<file path="src/vc0_arb_consts.vh">
// Register map, field positions and reset values of the VC0 arbitration table block.
// Included by the design file; holds definitions only.
`ifndef VC0_ARB_CONSTS_VH
`define VC0_ARB_CONSTS_VH

`define OFS_STATUS      12'h218
`define OFS_CONTROL     12'h21C
`define OFS_TABLE0      12'h220
`define OFS_TABLE1      12'h224
`define OFS_TABLE2      12'h228
`define OFS_TABLE3      12'h22C
`define OFS_IRQ_STATUS  12'h230
`define OFS_IRQ_MASK    12'h234
`define OFS_ARB_CONFIG  12'h238

`define BIT_COHERENCY   0
`define BIT_FLOW_INIT   1
`define BIT_LOAD_TABLE  16
`define BIT_TABLE_USED  0

`define IRQ_LOAD_DONE   0
`define IRQ_TABLE_WRITE 1
`define IRQ_FLOW_DONE   2
`define IRQ_WIDTH       3

`define RST_TABLE0      32'h1765_4321
`define RST_TABLE1      32'h2176_5432
`define RST_TABLE2      32'h3217_6543
`define RST_TABLE3      32'h4321_7654

`define PORT_UP         4'h0
`define PORT_2          4'h2
`define PORT_3          4'h3
`define PORT_4          4'h4

`endif

</file>
<file path="src/vc0_port_arb_table.v">
// VC0 port arbitration table: APB register slave, phase table, latched arbiter copy,
// coherency and flow-init status, and sticky interrupt status with mask.
// Assumes APB on pclk; flow_init_busy and is_downstream come from other clocks or pins.
//
// Overview of operation
// - Any software write to a table word sets the coherency pending bit.
// - The coherency bit stays set until the table latch that follows a load strobe has finished.
// - The coherency bit only carries meaning when the selected scheme uses the table.
// - A downstream port always reads the coherency bit as zero.
// - Status bit 1 shows that flow control initialization is pending, read-only, reset zero.
// - Each phase is a 4-bit port field, eight per word, phase 0 in the lowest nibble.
// - A phase naming an invalid port is skipped at once without spending a period in it.
// - Codes 0x0, 0x2, 0x3 and 0x4 select ports 0, 2, 3 and 4; 0x5 to 0xF are reserved.
// - Phases reset to the repeating pattern 0x1 through 0x7 starting at phase 0.
// - A one in control bit 16 loads the table, zero does nothing, it reads zero, upstream only.
// - The table continues in the same packing up to phase 31 in the fourth word.
`include "vc0_arb_consts.vh"

module vc0_port_arb_table #(
  parameter PHASES     = 32,
  parameter LOAD_TICKS = 4,
  parameter EGRESS_ID  = 4'h1
) (
  // Clock, enable and reset.
  input  wire        pclk,
  input  wire        presetn,
  input  wire        clk_en,
  // APB slave.
  input  wire        psel,
  input  wire        penable,
  input  wire        pwrite,
  input  wire [11:0] paddr,
  input  wire [31:0] pwdata,
  output wire        pready,
  output wire        pslverr,
  output reg  [31:0] prdata,
  // Asynchronous status inputs.
  input  wire        flow_init_busy,
  input  wire        is_downstream,
  // Arbiter side.
  input  wire        period_tick,
  output reg  [3:0]  grant_port,
  output reg         grant_valid,
  output wire        irq
);

  localparam ST_IDLE = 1'b0;
  localparam ST_LOAD = 1'b1;

  reg  [31:0] table_r   [0:3];
  reg  [31:0] latched_r [0:3];
  reg         coherency_r;
  reg         load_state_r;
  reg  [7:0]  load_cnt_r;
  reg  [4:0]  ptr_r;
  reg  [`IRQ_WIDTH-1:0] irq_sts_r;
  reg  [`IRQ_WIDTH-1:0] irq_mask_r;
  reg         table_used_r;
  reg  [1:0]  flow_sync_r;
  reg  [1:0]  down_sync_r;
  reg         flow_prev_r;

  wire        wr_en  = psel & penable & pwrite & clk_en;
  wire        rd_sel;
  wire        is_tbl = (paddr[11:4] == 8'h22);
  wire [1:0]  tbl_ix = paddr[3:2];
  wire        flow_s = flow_sync_r[1];
  wire        down_s = down_sync_r[1];
  wire        tbl_wr = wr_en & is_tbl;
  wire        load_req = wr_en & (paddr == `OFS_CONTROL) &
                         pwdata[`BIT_LOAD_TABLE] & ~down_s;
  wire        load_done = (load_state_r == ST_LOAD) & (load_cnt_r == 8'h00);
  wire [`IRQ_WIDTH-1:0] irq_evt;
  wire        mapped;

  assign irq_evt[`IRQ_LOAD_DONE]   = load_done;
  assign irq_evt[`IRQ_TABLE_WRITE] = tbl_wr;
  assign irq_evt[`IRQ_FLOW_DONE]   = flow_prev_r & ~flow_s;
  assign irq    = |(irq_sts_r & irq_mask_r);
  assign pready = 1'b1;
  assign mapped = is_tbl | (paddr == `OFS_STATUS) | (paddr == `OFS_CONTROL) |
                  (paddr == `OFS_IRQ_STATUS) | (paddr == `OFS_IRQ_MASK) |
                  (paddr == `OFS_ARB_CONFIG);
  assign pslverr = psel & penable & ~mapped;
  assign rd_sel  = psel & ~penable & ~pwrite;

  // Current latched phase, decoded for validity.
  wire [3:0] cur_phase = latched_r[ptr_r[4:3]][{ptr_r[2:0], 2'b00} +: 4];
  wire       cur_valid = (cur_phase == `PORT_UP) | (cur_phase == `PORT_2) |
                         (cur_phase == `PORT_3) | (cur_phase == `PORT_4);
  wire       cur_ok    = cur_valid & (cur_phase != EGRESS_ID);

  always @(posedge pclk or negedge presetn) begin
    if (!presetn) begin
      flow_sync_r <= 2'b00;
      down_sync_r <= 2'b00;
      flow_prev_r <= 1'b0;
    end else if (clk_en) begin
      flow_sync_r <= {flow_sync_r[0], flow_init_busy};
      down_sync_r <= {down_sync_r[0], is_downstream};
      flow_prev_r <= flow_s;
    end
  end

  // Table words and coherency tracking.
  always @(posedge pclk or negedge presetn) begin
    if (!presetn) begin
      table_r[0]   <= `RST_TABLE0;
      table_r[1]   <= `RST_TABLE1;
      table_r[2]   <= `RST_TABLE2;
      table_r[3]   <= `RST_TABLE3;
      coherency_r  <= 1'b0;
      table_used_r <= 1'b1;
      irq_mask_r   <= {`IRQ_WIDTH{1'b0}};
    end else if (clk_en) begin
      if (tbl_wr)
        table_r[tbl_ix] <= pwdata;
      if (tbl_wr)
        coherency_r <= 1'b1;
      else if (load_done)
        coherency_r <= 1'b0;
      if (wr_en && paddr == `OFS_ARB_CONFIG)
        table_used_r <= pwdata[`BIT_TABLE_USED];
      if (wr_en && paddr == `OFS_IRQ_MASK)
        irq_mask_r <= pwdata[`IRQ_WIDTH-1:0];
    end
  end

  // Load sequence copies the table into the arbiter over LOAD_TICKS cycles.
  always @(posedge pclk or negedge presetn) begin
    if (!presetn) begin
      load_state_r <= ST_IDLE;
      load_cnt_r   <= 8'h00;
      latched_r[0] <= `RST_TABLE0;
      latched_r[1] <= `RST_TABLE1;
      latched_r[2] <= `RST_TABLE2;
      latched_r[3] <= `RST_TABLE3;
    end else if (clk_en) begin
      case (load_state_r)
        ST_IDLE: begin
          if (load_req) begin
            load_state_r <= ST_LOAD;
            load_cnt_r   <= LOAD_TICKS[7:0] - 8'h01;
          end
        end
        ST_LOAD: begin
          if (load_cnt_r == 8'h00) begin
            latched_r[0] <= table_r[0];
            latched_r[1] <= table_r[1];
            latched_r[2] <= table_r[2];
            latched_r[3] <= table_r[3];
            load_state_r <= ST_IDLE;
          end else begin
            load_cnt_r <= load_cnt_r - 8'h01;
          end
        end
        default: load_state_r <= ST_IDLE;
      endcase
    end
  end

  // Sticky interrupt status; a new event wins over a same-cycle clear.
  always @(posedge pclk or negedge presetn) begin
    if (!presetn)
      irq_sts_r <= {`IRQ_WIDTH{1'b0}};
    else if (clk_en) begin
      if (wr_en && paddr == `OFS_IRQ_STATUS)
        irq_sts_r <= (irq_sts_r & ~pwdata[`IRQ_WIDTH-1:0]) | irq_evt;
      else
        irq_sts_r <= irq_sts_r | irq_evt;
    end
  end

  // Arbiter pointer: invalid phases are passed over in one cycle without a grant.
  always @(posedge pclk or negedge presetn) begin
    if (!presetn) begin
      ptr_r       <= 5'h00;
      grant_port  <= 4'h0;
      grant_valid <= 1'b0;
    end else if (clk_en) begin
      grant_valid <= 1'b0;
      if (!cur_ok) begin
        ptr_r <= (ptr_r == PHASES[4:0] - 5'h01) ? 5'h00 : ptr_r + 5'h01;
      end else if (period_tick) begin
        grant_port  <= cur_phase;
        grant_valid <= 1'b1;
        ptr_r <= (ptr_r == PHASES[4:0] - 5'h01) ? 5'h00 : ptr_r + 5'h01;
      end
    end
  end

  // Read data is captured in the setup cycle and stands through the access phase.
  always @(posedge pclk or negedge presetn) begin
    if (!presetn)
      prdata <= 32'h0000_0000;
    else if (clk_en && rd_sel) begin
      if (is_tbl)
        prdata <= table_r[tbl_ix];
      else begin
        case (paddr)
          `OFS_STATUS: begin
            prdata <= 32'h0000_0000;
            prdata[`BIT_COHERENCY] <= coherency_r & ~down_s;
            prdata[`BIT_FLOW_INIT] <= flow_s;
          end
          `OFS_CONTROL:    prdata <= 32'h0000_0000;
          `OFS_IRQ_STATUS: prdata <= {{(32-`IRQ_WIDTH){1'b0}}, irq_sts_r};
          `OFS_IRQ_MASK:   prdata <= {{(32-`IRQ_WIDTH){1'b0}}, irq_mask_r};
          `OFS_ARB_CONFIG: prdata <= {31'h0, table_used_r};
          default:         prdata <= 32'h0000_0000;
        endcase
      end
    end
  end

endmodule // vc0_port_arb_table

</file>
<file path="config.mk">
export PLATFORM = sky130hd
export DESIGN_NAME = vc0_port_arb_table
export DESIGN_NICKNAME = d
export VERILOG_FILES = /design/src/vc0_port_arb_table.v
export VERILOG_INCLUDE_DIRS = /design/src /design/src/src
export SDC_FILE = /design/constraint.sdc
export NUM_CORES = 1
export LEC_CHECK = 0
export BUFFER_PORTS_ARGS = -buffer_cell sky130_fd_sc_hd__buf_2
export CORE_UTILIZATION = 35
export CTS_BUF_LIST = sky130_fd_sc_hd__clkbuf_8
export CTS_CLUSTER_DIAMETER = 200
export DETAILED_ROUTE_END_ITERATION = 12
export GPL_ROUTABILITY_DRIVEN = 0
export PLACE_DENSITY_LB_ADDON = 0.12
export SKIP_CTS_REPAIR_TIMING = 1
export SYNTH_ARGS = -nofsm -noshare
export SYNTH_HDL_FRONTEND = slang
export SYNTH_SLANG_ARGS = --single-unit
</file>
<file path="constraint.sdc">
create_clock -name pclk -period 3.3 [get_ports pclk]
set_input_delay 0.66 -clock pclk [delete_from_list [all_inputs] [get_ports pclk]]
set_output_delay 0.66 -clock pclk [all_outputs]
set_load 0.05 [all_outputs]
</file>
Yosys cells after proc, flatten, opt, wreduce, memory -nomap -nowiden
Index checks and enable logic that the tools add are counted.
{ "totals": {"reg_bits": 320, "in_bits": 53, "output_inout_bits": 40, "wordCells": 118} }
{ "classes": {"n_addsub": 2, "n_lt_le_gt_ge": 3, "n_eq_ne": 14, "shift": 1, "n_mux": 25, "n_bitwise": 35, "n_reduce_logical": 17} }
{ "ops": {"columns": ["operator", "count"], "rows": [
  ["32-bit two-way mux", 6],
  ["32-bit binary-select mux with 2-bit select", 2],
  ["128-bit bitwise mux", 1],
  ["32-bit demux with 2-bit select", 1],
  ["12-bit by 10-bit equality test with 1-bit output, second input constant", 5],
  ["32-bit by 6-bit indexed part select with 4-bit output", 1],
  ["8-bit two-way mux", 2],
  ["8-bit case mux with 2 select lines", 1],
  ["5-bit two-way mux", 3],
  ["1-bit bitwise AND", 14],
  ["3-bit case mux with 4 select lines", 1],
  ["2-bit AND reduction", 5],
  ["3-bit AND reduction", 3],
  ["4-bit by 2-bit equality test with 1-bit output, second input constant", 2],
  ["8-bit by 6-bit equality test with 1-bit output, second input constant", 1],
  ["8-bit zero test", 1],
  ["1-bit OR", 8],
  ["8-bit by 1-bit subtractor with 8-bit output, second input constant", 1],
  ["3-bit bitwise AND", 2],
  ["3-bit greater-or-equal comparator, second input constant", 2],
  ["1-bit two-way mux", 6],
  ["2-bit != test, second input constant", 3],
  ["1-bit NOT", 6],
  ["2-bit NOT with 3-bit output", 2],
  ["13 further kinds", 18]
]} }

Depth between registers and ports, before layout
Gate-level depths: netlist (run 1).
{ "depth": {"depth_word": 12, "mapped_depth": 11, "ltp_nobuf": 9} }

Worst setup path after synthesis (run 1)
No wires, ideal clock.
{ "synth_path": {"path_type": "input-to-output", "start": "input paddr[2]", "end": "output pslverr", "arrival_time_ns": 2.207, "required_ns": 2.640, "setup_slack_ns": 0.433, "path_stages": 5, "path_buffers": 2, "path_cell_list": "buf_1 -> buf_1 -> nand3_1 -> o211ai_1 -> and4_1"} }
{ "synth_between": {"elab_chain_cells": 8, "word_cells_on_any_way": 12, "cone_classes": "5 x eq/ne; 7 x bitwise"} }
{ "synth_rtl": {"columns": ["item", "line_no", "source"], "rows": [
  ["start, declared", "vc0_port_arb_table.v:32", "input wire [11:0] paddr,"],
  ["12-bit by 10-bit equality test with 1-bit output", null, null],
  ["1-bit OR (4 in a row)", "vc0_port_arb_table.v:81", "assign mapped = is_tbl | (paddr == `OFS_STATUS) | (paddr == `OFS_CONTROL) |"],
  ["1-bit OR *", "vc0_port_arb_table.v:81", null],
  ["1-bit NOT *", "vc0_port_arb_table.v:84", "assign pslverr = psel & penable & ~mapped;"],
  ["1-bit bitwise AND *", "vc0_port_arb_table.v:84", null],
  ["end, declared", "vc0_port_arb_table.v:35", "output wire pslverr,"]
]} }
Mark *: on every way between the ends. The rest lies on a longest branch, timed or not.

Final worst setup path (run 1)
{ "layout_path": {"start": "register ptr_r[4]", "end": "register grant_port[1]"} }
{ "layout_between": {"elab_chain_cells": 11, "word_cells_on_any_way": 15, "cone_classes": "4 x eq/ne; 1 x shift; 3 x mux; 5 x bitwise; 2 x reduce/logical"} }
{ "layout_rtl": {"columns": ["item", "line_no", "source"], "rows": [
  ["start, declared", "vc0_port_arb_table.v:55", "reg [4:0] ptr_r;"],
  ["start signal, assigned", "vc0_port_arb_table.v:183", "ptr_r <= (ptr_r == PHASES[4:0] - 5'h01) ? 5'h00 : ptr_r + 5'h01;"],
  ["start signal, assigned", "vc0_port_arb_table.v:187", "ptr_r <= (ptr_r == PHASES[4:0] - 5'h01) ? 5'h00 : ptr_r + 5'h01;"],
  ["2-bit NOT with 3-bit output (implied by the code) *", "vc0_port_arb_table.v:88", "wire [3:0] cur_phase = latched_r[ptr_r[4:3]][{ptr_r[2:0], 2'b00} +: 4];"],
  ["32-bit binary-select mux with 2-bit select *", "vc0_port_arb_table.v:88", null],
  ["32-bit two-way mux (implied by the code) * (2 in a row)", "vc0_port_arb_table.v:88", null],
  ["32-bit by 6-bit indexed part select with 4-bit output *", "vc0_port_arb_table.v:88", null],
  ["4-bit by 2-bit equality test with 1-bit output (no source line) / 4-bit zero test (equally long branches)", null, null],
  ["1-bit OR (3 in a row)", "vc0_port_arb_table.v:89", "wire cur_valid = (cur_phase == `PORT_UP) | (cur_phase == `PORT_2) |"],
  ["1-bit bitwise AND", "vc0_port_arb_table.v:91", "wire cur_ok = cur_valid & (cur_phase != EGRESS_ID);"],
  ["3-bit AND reduction (no source line)", null, null],
  ["end signal, assigned", "vc0_port_arb_table.v:185", "grant_port <= cur_phase;"],
  ["end, declared", "vc0_port_arb_table.v:42", "output reg [3:0] grant_port,"]
]} }
Mark *: on every way between the ends. The rest lies on a longest branch, timed or not. The select of a mux whose other input is x is not followed.
A chain may end at the register's enable or synchronous reset.

==> results of run 1 <==
==> path summary, 6_finish.rpt <==
kind / end / cells after the start
max in group asynchronous: table_r[14]$_DFFE_PN1P_ / 3
worst min-delay path: flow_sync_r[0]$_DFFE_PN0P_ / 2
worst max-delay path: grant_port[1]$_DFFE_PN0P_ / 9
worst min register to register: prdata[8]$_DFFE_PN0P_ / 2
worst max register to register: grant_port[1]$_DFFE_PN0P_ / 9
min in group asynchronous: prdata[11]$_DFFE_PN0P_ / 2
==> state kept, by name, summed over array words and instances, names as in the netlist <==
register	cells
prdata	32
down_sync_r	2
load_state_r	1
flow_prev_r	1
irq_sts_r	3
flow_sync_r	2
grant_valid	1
grant_port	4
coherency_r	1
irq_mask_r	3
table_used_r	1
ptr_r	5
table_r	128
load_cnt_r	8
latched_r	128
==> critical path, stage by stage, from the launching register on <==
cell and delay (ns):
dfrtp_2 0.50, buf_4 0.29, nor2b_1 0.09, a2111oi_1 0.51
buf_4 0.19, nor3_1 0.05, a211o_1 0.24, mux2_4 0.26
or3_1 0.48, mux2_4 0.33
==> layout make-up <==
cell class / count / area (um2)
tap: 525 / 657
clock buffer: 65 / 895
sequential: 320 / 8140
clock inverter: 39 / 158
inverter: 9 / 33.8
multi-input combinational: 617 / 5970
fill: 3849 / 23400
timing repair buffer: 128 / 871
==> synthesized netlist by cell type (all sizes together) (7+ instances only) <==
master | instances | area [um2]
mux2 | 276 | 3120
dfrtp | 213 | 5330
dfstp | 107 | 2810
nand2 | 86 | 323
mux4 | 45 | 1010
o21ai | 45 | 225
mux2i | 34 | 340
buf | 33 | 159
clkbuf | 33 | 124
nor2 | 17 | 66.3
a22oi | 10 | 75.1
nand3 | 9 | 45.0
a22o | 8 | 70.1
inv | 8 | 30.0
nand2b | 7 | 43.8
nor2b | 7 | 43.8
==> kinds of logic after synthesis <==
family | after synthesis
adder cells (fa/ha/maj) | 3
other | 1
AO/OA/AOI/OAI | 97
multiplexers | 355
buffers and inverters | 75
flip-flops | 320
AND/OR/NAND/NOR | 161
==> per-stage QoR <==
step                      TNS [ns]  instances  hold WS (ns)  utilization  cell area (um2)
after floorplan                  0       1012         0.364            -            14400
after global placement           0       1598         0.458        0.391            15700
after detailed placement         0       1598         0.462        0.391            15700
after CTS                  -0.0274       1702       -0.0472        0.417            16700
after global routing             0       1703         0.252        0.417            16700
final                            0       1703         0.282        0.417            16700
==> metal layers <==
| layer | wire length, um | global-route usage | up-vias |
|---|---|---|---|
| li1 | - | - | 3960 |
| met1 | 17500 | 0.257 | 4539 |
| met2 | 16800 | 0.280 | 136 |
| met3 | 1330 | 0.0323 | 38 |
| met4 | 583 | 0.0565 | 0 |
| met5 | 0 | 0 | - |
==> power by group <==
| group | internal [uW] | switching (uW) |
|---|---|---|
| logic | 748 | 942 |
| registers | 4050 | 164 |
| clock network | 1780 | 1630 |
| total | 6580 | 2740 |
==> out/metrics.cfg, run 1 <==
[worst_setup_path]
r2r_start=ptr_r[4]$_DFFE_PN0P_
crit_start=ptr_r[4]$_DFFE_PN0P_
startpoint_type=flop
rrSetupSlack_ns=0.23
path_max_fanout=11
required_ns=3.80
worstPathArrival_ns=3.58
endpoint_kind=flop
crit_type=flop to flop

[die]
dieArea_um2=41900
rows=73
fp.dieH_um=205
start_util=0.359
fp.coreArea_um2=40100
io-pin-count=93
die_x_um=205

[timing]
worstMarginPinSlew_ns=0.836
rsz0062_at_grt=no
maxSlewHeadroom=0.443
period_needed_ns=3.07
timing.fmax_ghz=0.325
finalHoldViolCount=0
maxSlewViolCount=0
skew_ns=0.0186
fin_crit_sh=0.931
fin_ws_ns=0.227
setup_viol=0

[grt]
track_usage=0.181
grt_max_degree=131
grt.overflow.total=0
first_global_vias=9182
grt_antenna_before_repair=0
grt_pass1_wl_um=57500

[drt]
wl_per_cell_um=21.2
drt_iter0_drc=354
routed_via_density=5.09
first_pass_iters=4
post-route-drc-count=0
wl_um=36200
num_vias=8673
ant_nets=0

[cts]
cts.sink_count=320
clk_latency_ns=0.63
clock_path_buffers=3
cts_made_buffers=56
path_clk_slew_ns=0.06
cts-htree-levels=2
clock-root-buffer=clkbuf_8
tritoncts=built

[pwr]
powerDensity_nw_per_um2=557
p_total_uw=9320
leakage_uw=0.00786
peakVddDrop_mv=0.273

[synthesis]
synth_top_family_by_area=multiplexers
post_synth.cell_area_avg_um2=14.2
syn-num-nets=1068
synth_fa_ha_area_frac=0.00261
ys_seq_area_frac=0.566
synth.distinct_cells=60
synthMuxAreaShare=0.311
synth_compound_area_frac=0.0448
yosys.area_share.simple=0.0531
ys_ff_latch=320
synth_edf_count=0
synth_xor_area_frac=0
synthCells=1012
synth.cell_area_um2=14400
synth-main-ff-cell=dfrtp_1
async_flop_share=1.00
yosysWarnings=0

[place]
portBuffers=91
dp_worst_setup_slack_ns=0.0204
place_hpwl_um=22700

[run]
drv_cap=0

[final_layout]
antenna_cells=0
final_cell_mix=261 x mux2_2, 212 x dfrtp_1, 107 x dfstp_2
final_common_cell=mux2_2
area_growth_pct=16.3
final_nets=1188
final_layout_size_suffix_gt1_frac=0.532

[min_path]
hp-start=flow_init_busy
hp-class=input port to flop

[status]
status=finished clean

Power figures use the tool's default switching activity.
==> run 2, diff against run 1 <==
==> constraint.sdc (replaced) <==
create_clock -name pclk -period 3.3 [get_ports pclk]
set_input_delay 0.66 -clock pclk [delete_from_list [all_inputs] [get_ports pclk]]
set_output_delay 0.66 -clock pclk [all_outputs]
set_load 0.1 [all_outputs]
==> out/metrics.cfg, run 2 (synthesis gave the netlist of run 1 again) <==
[drt]
wl_met3_um=1170  ; was 1330 um
route.met2.wl_um=16900  ; was 16800 um
first_pass_iters=4  ; unchanged
highest_layer=met4  ; unchanged
ant_nets=0  ; unchanged
post-route-drc-count=0  ; unchanged
wl_um=35700  ; was 36200 um
routed_via_density=5.09  ; about the same
met1Wirelength_um=17100  ; was 17500 um
wl_per_cell_um=20.9  ; was 21.2 um
drt_iter0_drc=380  ; was 354
num_vias=8683  ; was 8673

[worst_setup_path]
path_common_cell=mux2_4
worstRegToRegCells=7  ; was 9
critPathTopFamily=multiplexers  ; was compound AO/OA/AOI/OAI gates
path_cells=mux4_2 > nand2b_1 > a32o_1 > a211o_1 > mux2_4 > or3_1 > mux2_4  ; was buf_4 > nor2b_1 > a2111oi_1 > buf_4 > nor3_1 > a211o_1 > mux2_4 > or3_1 > mux2_4
crit_type=flop to flop  ; unchanged
endpoint_kind=flop  ; unchanged
required_ns=3.82  ; was 3.80 ns
worstPathArrival_ns=3.62  ; was 3.58 ns
critical_path_depth=7  ; was 9
slowest_stage=dfrtp_1  ; was a2111oi_1
startpoint_type=flop  ; unchanged
path_buf_inv=0  ; was 2
r2r_start=ptr_r[3]$_DFFE_PN0P_  ; was ptr_r[4]$_DFFE_PN0P_
path_max_fanout=10  ; was 11
max_stage_delay_ns=0.61  ; was 0.51 ns
crit_start=ptr_r[3]$_DFFE_PN0P_  ; was ptr_r[4]$_DFFE_PN0P_

[final_layout]
final_nets=1190  ; was 1188
final_layout_size_suffix_gt1_frac=0.535  ; was 0.532
fill_cells=3789  ; was 3849
final_common_cell=mux2_2  ; unchanged
final_cell_count_no_fill=1707  ; was 1703
multi_input_area_um2=5970  ; about the same
seq_area_um2=8140  ; unchanged
antenna_cells=0  ; unchanged
final_cell_mix=261 x mux2_2, 212 x dfrtp_1, 107 x dfstp_2  ; unchanged
area_growth_pct=17.0  ; was 16.3%
reg_top3=latched_r: 128 flops, table_r: 128 flops, prdata: 32 flops  ; unchanged

[grt]
first_global_vias=9225  ; was 9182
track_usage=0.178  ; was 0.181
grt_max_degree=76  ; was 131
grt_pass1_wl_um=56500  ; was 57500 um
grt_antenna_before_repair=0  ; unchanged
grt.overflow.total=0  ; unchanged

[pwr]
swShare=0.296  ; was 0.294
p_int_uw=6690  ; was 6580 uW
peakVddDrop_mv=0.228  ; was 0.273 mV
powerDensity_nw_per_um2=565  ; was 557 nW/um2
comb_power_share=0.184  ; was 0.181
switchingPower_uw=2810  ; was 2740 uW
leakage_uw=0.00791  ; was 0.00786 uW
clockPowerShare=0.369  ; was 0.366
p_total_uw=9510  ; was 9320 uW
seqPwrFrac=0.447  ; was 0.452

[timing]
timing.fmax_ghz=0.323  ; was 0.325 GHz
fin_ws_ns=0.206  ; was 0.227 ns
finalHoldViolCount=4  ; was 0
tns_ns=0  ; unchanged
fin_crit_sh=0.938  ; was 0.931
period_needed_ns=3.09  ; was 3.07 ns
hold-worst-slack_ns=-0.00768  ; was 0.282 ns
maxSlewHeadroom=0.566  ; was 0.443
rsz0062_at_grt=no  ; unchanged
setup_viol=0  ; unchanged
maxSlewViolCount=0  ; unchanged
worstMarginPinSlew_ns=0.651  ; was 0.836 ns
skew_ns=0.0327  ; was 0.0186 ns

[cts]
clock_path_buffers=3  ; unchanged
tritoncts=built  ; unchanged
path_clk_slew_ns=0.06  ; about the same
cts_made_buffers=56  ; unchanged
cts.sink_count=320  ; unchanged
clock-root-buffer=clkbuf_8  ; unchanged
cts-htree-levels=2  ; unchanged
clk_latency_ns=0.64  ; was 0.63 ns

[die]
rows=73  ; unchanged
start_util=0.359  ; unchanged
die_x_um=205  ; unchanged
fp.coreArea_um2=40100  ; unchanged
fp.dieH_um=205  ; unchanged
io-pin-count=93  ; unchanged
dieArea_um2=41900  ; unchanged

[place]
portBuffers=91  ; unchanged
place_hpwl_um=23100  ; was 22700 um
dp_cells=1601  ; was 1598
dp_worst_setup_slack_ns=0.177  ; was 0.0204 ns

[min_path]
hp-class=input port to async pin  ; was input port to flop

[status]
status=finished with violations  ; was finished clean
violations=hold timing

[run]
drv_cap=0  ; unchanged

[run 2: changes by cell type in the layout (fill, tap and decap cells not counted)]
cell,before,now
clkbuf_8,65,66
dlygate4sd3_1,1,0
a2111oi_0,0,1
a2111oi_1,1,0
buf_12,10,13
bufinv_16,0,1
[run 2: routing by layer]
metal | up-vias | global-route usage
met1 | 4518 | 0.251
li1 | 3967 | -
met4 | 0 | 0.0581
met3 | 44 | 0.0297
met5 | - | 0
met2 | 154 | 0.279
[run 2: worst paths after layout]
check                                              to  slack [ns]
max in group asynchronous    table_r[122]$_DFFE_PN1P_        2.36
min in group pclk          down_sync_r[0]$_DFFE_PN0P_        0.28
setup / recovery            grant_port[1]$_DFFE_PN0P_        0.21
hold / removal                table_r[73]$_DFFE_PN0P_      -0.008
setup reg to reg            grant_port[1]$_DFFE_PN0P_        0.21
hold reg to reg                 prdata[4]$_DFFE_PN0P_        0.47
[run 2: cell type report]
| class | instances | area share |
|---|---|---|
| flip-flops and latches | 320 | 0.484 |
| well taps | 525 | 0.0390 |
| multi-input cells | 617 | 0.355 |
| clock buffers | 66 | 0.0540 |
| repair buffers | 130 | 0.0547 |
| clock inverters | 40 | 0.0112 |
| inverters | 9 | 0.00201 |
[run 2: power groups by stage]
stage | sequential, uW | combinational [uW] | clock [uW]
CTS | 4250 | 1780 | 3680
finish | 4250 | 1750 | 3510
global placement | 4310 | 1780 | 0
detailed placement | 4310 | 1770 | 0
global route | 4260 | 1910 | 3850
floorplan | 4330 | 1060 | 0
[run 2: per-stage QoR]
step | util | hold slack, ns | area (um2)
6_report | 0.420 | -0.00768 | 16800
5_1_grt | 0.420 | 0.0284 | 16800
4_1_cts | 0.420 | -0.0279 | 16800
3_5_place_dp | 0.392 | 0.465 | 15700
3_3_place_gp | 0.392 | 0.458 | 15700
2_1_floorplan | - | 0.364 | 14400
